==> src/crs_pkg.sv <==
// Shared constants and types for the converter reset and initialisation sequencer
package crs_pkg;

    // ------------------------------------------------------------------
    // Clock and timing
    // ------------------------------------------------------------------
    localparam int unsigned CLK_MHZ          = 200;       // Sampling clock rate
    localparam int unsigned CAL_CYCLES       = 200000;    // Power-up calibration length
    localparam int unsigned FUSE_LOAD_CYCLES = 8;         // Default load from fuse storage
    localparam int unsigned CNT_W            = 18;        // Wide enough for 200000

    // ------------------------------------------------------------------
    // Serial frame layout: rw flag, 15-bit address, 8-bit data
    // ------------------------------------------------------------------
    localparam int unsigned FRAME_BITS = 24;
    localparam int unsigned ADDR_BITS  = 16;              // Bits before data phase
    localparam logic [4:0]  FRAME_LAST = 5'h17;           // Index of the last bit
    localparam logic [4:0]  ADDR_LAST  = 5'h0f;           // Index of the last address bit

    // ------------------------------------------------------------------
    // Register map
    // ------------------------------------------------------------------
    localparam logic [14:0] SOFTWARE_RESET_CONTROL_OFS = 15'h0000;
    localparam logic [14:0] INIT_STATUS_OFS            = 15'h0001;
    localparam int unsigned SW_RESET_BIT               = 0;
    localparam logic [7:0]  SOFTWARE_RESET_CONTROL_RST = 8'h00;
    localparam logic [7:0]  UNMAPPED_READ              = 8'h00;

    // ------------------------------------------------------------------
    // Sequencer states
    // ------------------------------------------------------------------
    typedef enum logic [1:0] {
        CRS_HOLD,
        CRS_LOAD,
        CRS_CAL,
        CRS_READY
    } crs_state_t;

    // Status word seen by the host
    typedef struct packed {
        logic [4:0] zero;       // Reads as zero
        logic       ref_sel;    // Reference-select level caught at reset release
        logic       loaded;     // Defaults loaded from fuse storage
        logic       cal_done;   // Power-up calibration finished
    } crs_status_t;

endpackage : crs_pkg

==> src/crs_init_sequencer.sv <==
// Reset, default load and power-up calibration sequencer with its serial register port
`timescale 1ns/100ps
// Overview of operation
// - Reset release loads fuse defaults, starts calibration
// - Calibration lasts 200000 sampling-clock cycles
// - Writing one to bit 0 resets registers
// - Software reset bit clears itself
// - Both resets need 200000-cycle wait
module crs_init_sequencer
    import crs_pkg::*;
#(
    parameter int unsigned CAL_LEN = CAL_CYCLES      // Calibration length in cycles
)(
    input  wire logic mclk_i,                        // Sampling clock
    input  wire logic rst_n_i,                       // Power-on reset, active low
    input  wire logic hw_reset_i,                    // Hardware reset pin, active high
    input  wire logic reference_select_pin_i,        // Reference-select pin
    input  wire logic serial_port_chip_select_n_i,   // Serial chip select, active low
    input  wire logic serial_clk_i,                  // Serial clock
    input  wire logic serial_data_i,                 // Serial data in
    output logic      serial_data_o,                 // Serial data out
    output logic      serial_data_oe_o,              // Serial data out drive enable
    output logic      init_busy_o,                   // Load or calibration in progress
    output logic      cal_done_o                     // Calibration complete
);

    // ------------------------------------------------------------------
    // Input synchronisers
    // ------------------------------------------------------------------
    logic [1:0] rst_pin_s;       // Reset pin stages
    logic [1:0] ref_s;           // Reference pin stages
    logic [1:0] cs_s;            // Chip select stages
    logic [2:0] sck_s;           // Serial clock stages plus edge history
    logic [1:0] sdi_s;           // Serial data stages

    // Two flops per pin, three for serial clock; second stage feeds logic, clock edges also use the third
    always_ff @(posedge mclk_i or negedge rst_n_i)
    begin
        if (!rst_n_i)
        begin
            rst_pin_s <= 2'h0;
            ref_s     <= 2'h0;
            cs_s      <= 2'h3;
            sck_s     <= 3'h0;
            sdi_s     <= 2'h0;
        end
        else
        begin
            rst_pin_s <= {rst_pin_s[0], hw_reset_i};
            ref_s     <= {ref_s[0], reference_select_pin_i};
            cs_s      <= {cs_s[0], serial_port_chip_select_n_i};
            sck_s     <= {sck_s[1:0], serial_clk_i};
            sdi_s     <= {sdi_s[0], serial_data_i};
        end
    end

    wire rst_pin   = rst_pin_s[1];                 // Synchronised reset pin
    wire cs_act    = !cs_s[1];                     // Frame in progress
    wire sck_rise  = sck_s[1] && !sck_s[2];        // Sample edge
    wire sck_fall  = !sck_s[1] && sck_s[2];        // Launch edge

    // ------------------------------------------------------------------
    // Sequencer state
    // ------------------------------------------------------------------
    crs_state_t       state_q;
    crs_state_t       state_d;
    logic [CNT_W-1:0] cnt_q;          // Cycles spent in load or calibration
    logic [CNT_W-1:0] cnt_d;
    logic             swrst_q;        // Software reset bit
    logic             swrst_d;
    logic             ref_sel_q;      // Reference level caught at release
    logic             loaded_q;       // Defaults present

    // Serial port state
    logic [4:0]       bit_q;          // Bit index within the frame
    logic [22:0]      shin_q;         // Received bits
    logic [7:0]       shout_q;        // Read data being shifted out
    logic             rd_q;           // Current frame is a read
    logic             sdo_q;          // Serial data out flop
    logic             sdo_oe_q;       // Serial data out enable flop
    logic             busy_q;         // Registered busy output
    logic             done_q;         // Registered calibration done output

    // Frame decode
    wire         last_bit  = cs_act && sck_rise && (bit_q == FRAME_LAST);
    wire         addr_done = cs_act && sck_rise && (bit_q == ADDR_LAST);
    wire         wr_commit = last_bit && !rd_q;
    wire [7:0]   wr_data   = {shin_q[6:0], sdi_s[1]};
    wire [14:0]  wr_addr   = shin_q[21:7];                      // Address sits below rw flag
    wire         ctl_hit   = wr_commit && (wr_addr == SOFTWARE_RESET_CONTROL_OFS);
    wire         sw_req    = ctl_hit && wr_data[SW_RESET_BIT];
    wire         cal_end   = (cnt_q == CAL_LEN[CNT_W-1:0] - 18'h00001);
    wire         load_end  = (cnt_q == FUSE_LOAD_CYCLES[CNT_W-1:0] - 18'h00001);

    // Readback mux
    crs_status_t status;
    assign status.zero     = 5'h00;
    assign status.ref_sel  = ref_sel_q;
    assign status.loaded   = loaded_q;
    assign status.cal_done = (state_q == CRS_READY);

    wire [14:0] rd_addr   = {shin_q[13:0], sdi_s[1]};
    wire        rd_flag   = shin_q[14];
    wire [7:0]  rd_ctl    = {7'h00, swrst_q};
    wire [7:0]  rd_data   = (rd_addr == SOFTWARE_RESET_CONTROL_OFS) ? rd_ctl :
                            (rd_addr == INIT_STATUS_OFS)            ? status :
                                                                      UNMAPPED_READ;

    // ------------------------------------------------------------------
    // Sequencer next state
    // ------------------------------------------------------------------
    // Pin reset holds everything; release or software reset starts a fresh load
    always_comb
    begin
        state_d = state_q;
        cnt_d   = cnt_q + 18'h00001;
        swrst_d = swrst_q;
        case (state_q)
            CRS_HOLD:
            begin
                cnt_d = '0;
                if (!rst_pin)
                    state_d = CRS_LOAD;
            end
            CRS_LOAD:
            begin
                // Fuse defaults being restored
                if (load_end)
                begin
                    state_d = CRS_CAL;
                    cnt_d   = '0;
                end
            end
            CRS_CAL:
            begin
                if (cal_end)
                    state_d = CRS_READY;
            end
            CRS_READY:
            begin
                cnt_d = cnt_q;                      // Counter parked
            end
            default:
            begin
                state_d = CRS_HOLD;
            end
        endcase
        // Bit seen set: restart the load, even mid-load, and drop the bit
        if (swrst_q)
        begin
            state_d = CRS_LOAD;
            cnt_d   = '0;
            swrst_d = 1'b0;
        end
        // A write landing in the clearing cycle keeps the bit set
        if (sw_req)
            swrst_d = 1'b1;
        // Reset pin wins over everything
        if (rst_pin)
        begin
            state_d = CRS_HOLD;
            cnt_d   = '0;
            swrst_d = SOFTWARE_RESET_CONTROL_RST[SW_RESET_BIT];
        end
    end

    // Sequencer registers
    always_ff @(posedge mclk_i or negedge rst_n_i)
    begin
        if (!rst_n_i)
        begin
            state_q <= CRS_HOLD;
            cnt_q   <= '0;
            swrst_q <= 1'b0;
        end
        else
        begin
            state_q <= state_d;
            cnt_q   <= cnt_d;
            swrst_q <= swrst_d;
        end
    end

    // Reference level caught at pin release; load flag tracks fuse copy
    always_ff @(posedge mclk_i or negedge rst_n_i)
    begin
        if (!rst_n_i)
        begin
            ref_sel_q <= 1'b0;
            loaded_q  <= 1'b0;
        end
        else
        begin
            if (state_q == CRS_HOLD && !rst_pin)
                ref_sel_q <= ref_s[1];
            if (state_q == CRS_LOAD && load_end)
                loaded_q <= 1'b1;
            else if (state_q == CRS_HOLD || state_d == CRS_LOAD)
                loaded_q <= 1'b0;
        end
    end

    // ------------------------------------------------------------------
    // Serial receive and transmit
    // ------------------------------------------------------------------
    // Bits taken on serial clock rise, read data launched on fall
    always_ff @(posedge mclk_i or negedge rst_n_i)
    begin
        if (!rst_n_i)
        begin
            bit_q    <= 5'h00;
            shin_q   <= 23'h000000;
            shout_q  <= 8'h00;
            rd_q     <= 1'b0;
            sdo_q    <= 1'b0;
            sdo_oe_q <= 1'b0;
        end
        else if (!cs_act)
        begin
            bit_q    <= 5'h00;                      // Idle between frames
            rd_q     <= 1'b0;
            sdo_oe_q <= 1'b0;
        end
        else
        begin
            if (sck_rise)
            begin
                shin_q <= {shin_q[21:0], sdi_s[1]};
                bit_q  <= last_bit ? 5'h00 : bit_q + 5'h01;
                if (addr_done)
                begin
                    rd_q    <= rd_flag;
                    shout_q <= rd_data;
                end
            end
            if (sck_fall && rd_q)
            begin
                sdo_oe_q <= 1'b1;
                sdo_q    <= shout_q[7];
                shout_q  <= {shout_q[6:0], 1'b0};
            end
        end
    end

    // Registered status outputs
    always_ff @(posedge mclk_i or negedge rst_n_i)
    begin
        if (!rst_n_i)
        begin
            busy_q <= 1'b0;
            done_q <= 1'b0;
        end
        else
        begin
            busy_q <= (state_d == CRS_LOAD) || (state_d == CRS_CAL);
            done_q <= (state_d == CRS_READY);
        end
    end

    assign serial_data_o    = sdo_q;
    assign serial_data_oe_o = sdo_oe_q;
    assign init_busy_o      = busy_q;
    assign cal_done_o       = done_q;

endmodule : crs_init_sequencer

==> config.mk <==
export PLATFORM = sky130hd
export DESIGN_NAME = crs_init_sequencer
export DESIGN_NICKNAME = d
export VERILOG_FILES = /design/src/crs_pkg.sv /design/src/crs_init_sequencer.sv
export SDC_FILE = /design/constraint.sdc
export NUM_CORES = 1
export LEC_CHECK = 0
export BUFFER_PORTS_ARGS = -buffer_cell sky130_fd_sc_hd__buf_4
export CORE_ASPECT_RATIO = 1.2
export CORE_MARGIN = 3
export CORE_UTILIZATION = 30
export CTS_BUF_LIST = sky130_fd_sc_hd__clkbuf_16
export DETAILED_ROUTE_END_ITERATION = 10
export GPL_ROUTABILITY_DRIVEN = 0
export PLACE_DENSITY = 0.51
export SKIP_LAST_GASP = 1
export SYNTH_ARGS = -nofsm -noshare
export SYNTH_HDL_FRONTEND = slang
export SYNTH_SLANG_ARGS = --single-unit
export TNS_END_PERCENT = 1
==> constraint.sdc <==
create_clock -name mclk_i -period 2.9 [get_ports mclk_i]
set_input_delay 0.29 -clock mclk_i [delete_from_list [all_inputs] [get_ports mclk_i]]
set_output_delay 0.29 -clock mclk_i [all_outputs]
set_load 0.01 [all_outputs]
==> results of run 1 <==
==> worst min path at each step <==
stage | startpoint | to | slack, ps | cells after the start
floorplan | rst_n_i | bit_q[0] | -6 | 0
global placement | sdi_s[0] | sdi_s[1] | 330 | 0
detailed placement | sck_s[0] | sck_s[1] | 330 | 0
CTS | hw_reset_i | rst_pin_s[0] | 50 | 1
global route | serial_data_i | sdi_s[0] | 50 | 1
finish | serial_clk_i | sck_s[0] | 60 | 1
==> stage by stage <==
| step | hold WS [ps] | std cells |
|---|---|---|
| final | 61.80 | 424 |
| after global routing | 49.60 | 424 |
| after CTS | 51.22 | 424 |
| after detailed placement | 334.7 | 409 |
| after global placement | 332.1 | 409 |
| after floorplan | -5.591 | 275 |
==> metal layers <==
| layer | up-vias | part of all wire |
|---|---|---|
| li1 | 1073 | - |
| met5 | - | 0 |
| met1 | 1085 | 0.45 |
| met4 | 0 | 0.024 |
| met3 | 11 | 0.023 |
| met2 | 23 | 0.50 |
==> worst register-to-register path, stage by stage (launching register included) <==
cell and delay [ps]:
dfrtp_1 400, ha_1 230, nand2_1 130, nand4bb_1 350
or4_1 490, a31oi_1 330, ha_1 200, o32ai_1 60
a21boi_0 140
==> flip-flops by register name, indices dropped and copies added, names as in the netlist, 2 cells and up <==
name,count
shout_q,8
bit_q,5
shin_q,22
rst_pin_s,2
cs_s,2
state_q,2
sck_s,3
sdi_s,2
ref_s,2
cnt_q,18
==> power by group <==
part,total [mW],switching [mW],internal [mW]
Sequential,1.15,0.0494,1.10
Combinational,0.140,0.0685,0.0716
Clock,1.42,0.416,1.01
==> layout by cell type (no fill, tap or decap), types with 3 or more instances in the layout <==
cell and instances:
nor2b_1 3, nand4_1 7, a22o_1 7, a211oi_1 10, a21o_1 3, bufinv_16 5
xor2_1 3, mux2_2 25, nand3_1 8, nand2_1 19, buf_4 16, clkbuf_16 9
nor2_1 10, a221oi_1 5, or4_1 5, nor3_1 7, dfrtp_1 72, o21ai_0 6
a21oi_1 3, ha_1 5, inv_1 10, nor4_1 9, xnor2_1 9, o31ai_1 5
==> final cells by class <==
class / instances / area (sq um)
Clock inverter: 6 / 153.9
Inverter: 10 / 37.54
Fill cell: 1044 / 6684
Tap cell: 129 / 161.4
Timing Repair Buffer: 16 / 120.1
Sequential cell: 74 / 1854
Multi-Input combinational cell: 180 / 1331
Clock buffer: 9 / 225.2
==> cell families (layout without fill, tap and decap cells) <==
family / count (synthesis) / in the layout / synth area share
and+or+nand+nor: 84 / 84 / 0.1420
xor gates and xnor gates: 12 / 12 / 0.03224
adders and majority gates: 6 / 6 / 0.02226
buffers and inverters: 21 / 41 / 0.02456
DFF: 74 / 74 / 0.5687
AOI/OAI and AO/OA: 52 / 52 / 0.1209
muxes: 26 / 26 / 0.08941
==> flow_summary.ini, run 1 <==
[run_status]
status = complete, no violations

[floorplan]
die_y_um = 120.2
io_pins = 11
coreArea_sq_um = 10570
die_w_um = 101.2
die_area_sq_um = 12160
num_rows = 41
initial_core_util = 0.3085

[cells_and_area]
drive_gt1_frac = 0.2169
syn2layout_area_growth_pct = 19.11
nets = 303
n_antenna_cell = 0
utilization = 0.3675
stdcell_area_sq_um = 3884

[setup_path]
crit_top_cell = ha_1
r2r_slack_ps = 400
cp-endpoint = loaded_q
worstSetupPathType = reg -> reg
worstReg2RegEnd = loaded_q
cp_top_family = simple AND/OR/NAND/NOR gates
crit_start = cnt_q[0]
critPathBufInv = 0
crit_chain = ha_1 > nand2_1 > nand4bb_1 > or4_1 > a31oi_1 > ha_1 > o32ai_1 > a21boi_0
cp.required_ps = 3070
setup.worst_path.start_class = flip-flop
rr_startpoint = cnt_q[0]
end_kind = flip-flop
cpPeakStageDelay_ps = 490
path_depth = 8
path_max_fanout = 7
worstPathArrival_ps = 2680
cp_slowest_cell = or4_1
worstRegToRegCells = 8

[hold_path]
hold_class = in -> reg

[global_route]
grt_use_met1 = 0.1466
grt_max_degree = 75
grt_pass1_vias = 2231
grt_busiest_layer = met2
grt_util_met2 = 0.1837
antenna_found_initial = 0
grt_overflow = 0
grt_pass1_wl_um = 10960
grt_usage = 0.1159
use_met3 = 0.02654

[detailed_routing]
vias_per_cell = 5.170
drc_errors = 0
final_antenna_net_count = 0
detail_route.first_pass.iterations = 4
vias = 2192
wire_per_inst_um = 15.18
wl_um = 6438
drtIter0Drc = 65

[job]
maxCapViolCount = 0

[timing]
finalSetupViolations = 0
finalCriticalPeriod_ps = 2504
fin_ws_ps = 395.8
setup_tns_ps = 0
rsz0062_at_grt = false
slew_headroom = 0.3768
worstMarginPinSlew_ps = 934.9
max_clock_freq_mhz = 399.3
fin_crit_sh = 0.8635
fin_skew_ps = 5.014
hold_viol_final = 0
drv_slew = 0

[logic_synthesis]
avgSynthCellArea_sq_um = 11.86
synth.top_cells.by_count = 72 x dfrtp_1, 25 x mux2_2, 19 x nand2_1
yosysTopAreaCell = dfrtp_1
syn_inst = 275
synth_cell_type_count = 51
synth_nets = 287
synth_top_area_share = 0.5526
ys_top_cells_by_area = dfrtp_1 55%, mux2_2 8.6%, xnor2_1 2.4%
ys_warn_count = 0
syn-cell-area_sq_um = 3261
synthMostInstantiatedCell = dfrtp_1
synth_seq_cells = 74
synth-seq-area-share = 0.5687
synth-main-ff-cell = dfrtp_1
async_reset_ff_frac = 1.000
synth_edf_count = 0

[clock_tree]
ctsResizeCount = 0
cts_made_buffers = 9
cts.path.max_buffers = 2
hold_buffers = 0
insertion_delay_ps = 330
htreeDepth = 3
path_clk_slew_ps = 60
cts-root-buf = clkbuf_16
cts_setup_buffers = 0
cts_sinks = 74
cts_tree = done

[placed_design]
io_buffers = 10
dpl.hpwl_um = 4307
place_area_sq_um = 3505
pre_cts_slack_ps = 406.2

[pwr]
power_density_nw_per_um2 = 698.6
p_leak_nw = 1.627
p_total_mw = 2.713
ir_drop_mv = 0.4229
(Power assumes the default switching activity.)
==> run 2: changes to the inputs <==
BUFFER_PORTS_ARGS = not set   (was -buffer_cell sky130_fd_sc_hd__buf_4)
DONT_BUFFER_PORTS = 1   (was not set)
==> run 2 against run 1 <==
Against the previous run:
- final area decreased by 1.4%
- clock skew up 1.1 ps
- non-clock buffer count decreased by 3
- via count increased by 0.68%
- die area did not move
- combinational power hardly changed
- clock power is 18% lower
- utilization fell by 0.52 points
- critical endpoint unchanged
==> flow_summary.ini, run 2 (same netlist as run 1, synthesis figures left out) <==
[clock_tree]
cts.path.max_buffers = 2
insertion_delay_ps = 340
cts_made_buffers = 9
htreeDepth = 3
cts_sinks = 74
cts_setup_buffers = 0
cts-root-buf = clkbuf_16
ctsResizeCount = 0
path_clk_slew_ps = 60
cts_tree = done

[global_route]
grt_pass1_vias = 2245
antenna_found_initial = 0
grt_overflow = 0
grt_pass1_wl_um = 10920
grt_max_degree = 75
grt_usage = 0.1150

[detailed_routing]
wl_met3_um = 254
met1Wirelength_um = 2775
drc_errors = 0
wl_met2_um = 3194
drtIter0Drc = 135
wire_per_inst_um = 15.18
final_antenna_net_count = 0
highest_layer = met4
vias = 2207
vias_per_cell = 5.230
wl_um = 6406
detail_route.first_pass.iterations = 4

[setup_path]
worstReg2RegEnd = loaded_q
worstSetupPathType = reg -> reg
end_kind = flip-flop
cp.required_ps = 3080
setup.worst_path.start_class = flip-flop
rr_startpoint = cnt_q[0]
path_max_fanout = 7
worstRegToRegCells = 8
r2r_slack_ps = 390
worstPathArrival_ps = 2690

[job]
maxCapViolCount = 0

[cells_and_area]
drive_gt1_frac = 0.1843
final_common_cell = dfrtp_1
nFillCells = 1036
reg_top3 = shin_q (22), cnt_q (18), shout_q (8)
nets = 300
stdcell_area_sq_um = 3829
final_cell_mix = 72 x dfrtp_1, 25 x mux2_2, 19 x nand2_1
n_antenna_cell = 0
syn2layout_area_growth_pct = 17.42
top_register = shin_q
largest_reg_flops = 22

[floorplan]
initial_core_util = 0.3085
die_y_um = 120.2
die_area_sq_um = 12160
num_rows = 41
coreArea_sq_um = 10570
die_w_um = 101.2
io_pins = 11

[timing]
fin_crit_sh = 0.8662
drv_slew = 0
finalCriticalPeriod_ps = 2512
finalSetupViolations = 0
fin_skew_ps = 6.084
slew_headroom = 0.5659
hold_viol_final = 0
setup_tns_ps = 0
max_clock_freq_mhz = 398.1
worstMarginPinSlew_ps = 650.4
rsz0062_at_grt = false

[hold_path]
worst_hold_path.num_cells = 0
hold_class = reg -> reg
hold_end = sck_s[1]
min_from = sck_s[0]

[pwr]
p_leak_nw = 1.583
power_density_nw_per_um2 = 642.2
ir_drop_mv = 0.3738

[run_status]
status = complete, no violations

[placed_design]
place_area_sq_um = 3430
dpl.hpwl_um = 4248
io_buffers = 0
## run 2: changes by cell type in the layout (fill, tap and decap cells not counted)
cell / previous run / this run
buf_16: 0 / 1
buf_4: 16 / 6
bufinv_16: 5 / 2
clkinvlp_4: 0 / 2
dlygate4sd3_1: 0 / 6
inv_1: 10 / 12
## run 2: layer usage
metal	track usage	vias to the layer above
li1	-	1053
met1	0.1410	1097
met2	0.1800	39
met3	0.03058	18
met4	0.06733	0
met5	0	-
## run 2: worst max path at each step
stage / startpoint / to / slack [ps] / cells past startpoint
CTS: cnt_q[0] / loaded_q / 380 / 8
global placement: cnt_q[0] / loaded_q / 530 / 8
finish: cnt_q[0] / loaded_q / 390 / 8
floorplan: cnt_q[0] / loaded_q / 740 / 8
detailed placement: cnt_q[0] / loaded_q / 400 / 8
global route: cnt_q[0] / loaded_q / 180 / 8
## run 2: power breakdown
group          switching, mW  internal [mW]
sequential            0.0524           1.10
combinational         0.0674         0.0750
clock                  0.419          0.743
## run 2: critical path: stages (launching register included)
cell and delay (ps):
dfrtp_1 410, ha_1 250, nand2_1 130, nand4bb_1 370
or4_1 500, a31oi_1 300, ha_1 200, o32ai_1 60
a21boi_0 130
## run 2: area by class of cell
cell class / count / area [sq um] / share of cell area
clock buffer: 9 / 225.2 / 0.05882
inverter: 10 / 37.54 / 0.009804
sequential: 74 / 1854 / 0.4843
tap: 129 / 161.4 / 0.04216
clock inverter: 7 / 86.33 / 0.02255
timing repair buffer: 13 / 132.6 / 0.03464
multi-input combinational: 180 / 1331 / 0.3477
## run 2: repair_timing
| item | 4_1_cts | 5_1_grt |
|---|---|---|
| setup endpoints to repair | 0 | 0 |
| hold buffers | 7 | 0 |
| endpoints found under the hold margin | 79 | 0 |
## run 2: through the flow
stage / cells / utilization / hold slack [ps] / worst slack, ps / total power, mW
after CTS: 422 / 0.3623 / 349.5 / 377.7 / 2.501
after global placement: 399 / 0.3245 / 0.2749 / 527.1 / 1.286
after floorplan: 275 / - / -5.591 / 737.7 / 1.250
after detailed placement: 399 / 0.3245 / 0.3057 / 400.3 / 1.287
final: 422 / 0.3623 / 345.6 / 388.1 / 2.459
after global routing: 422 / 0.3623 / 354.1 / 184.5 / 2.563
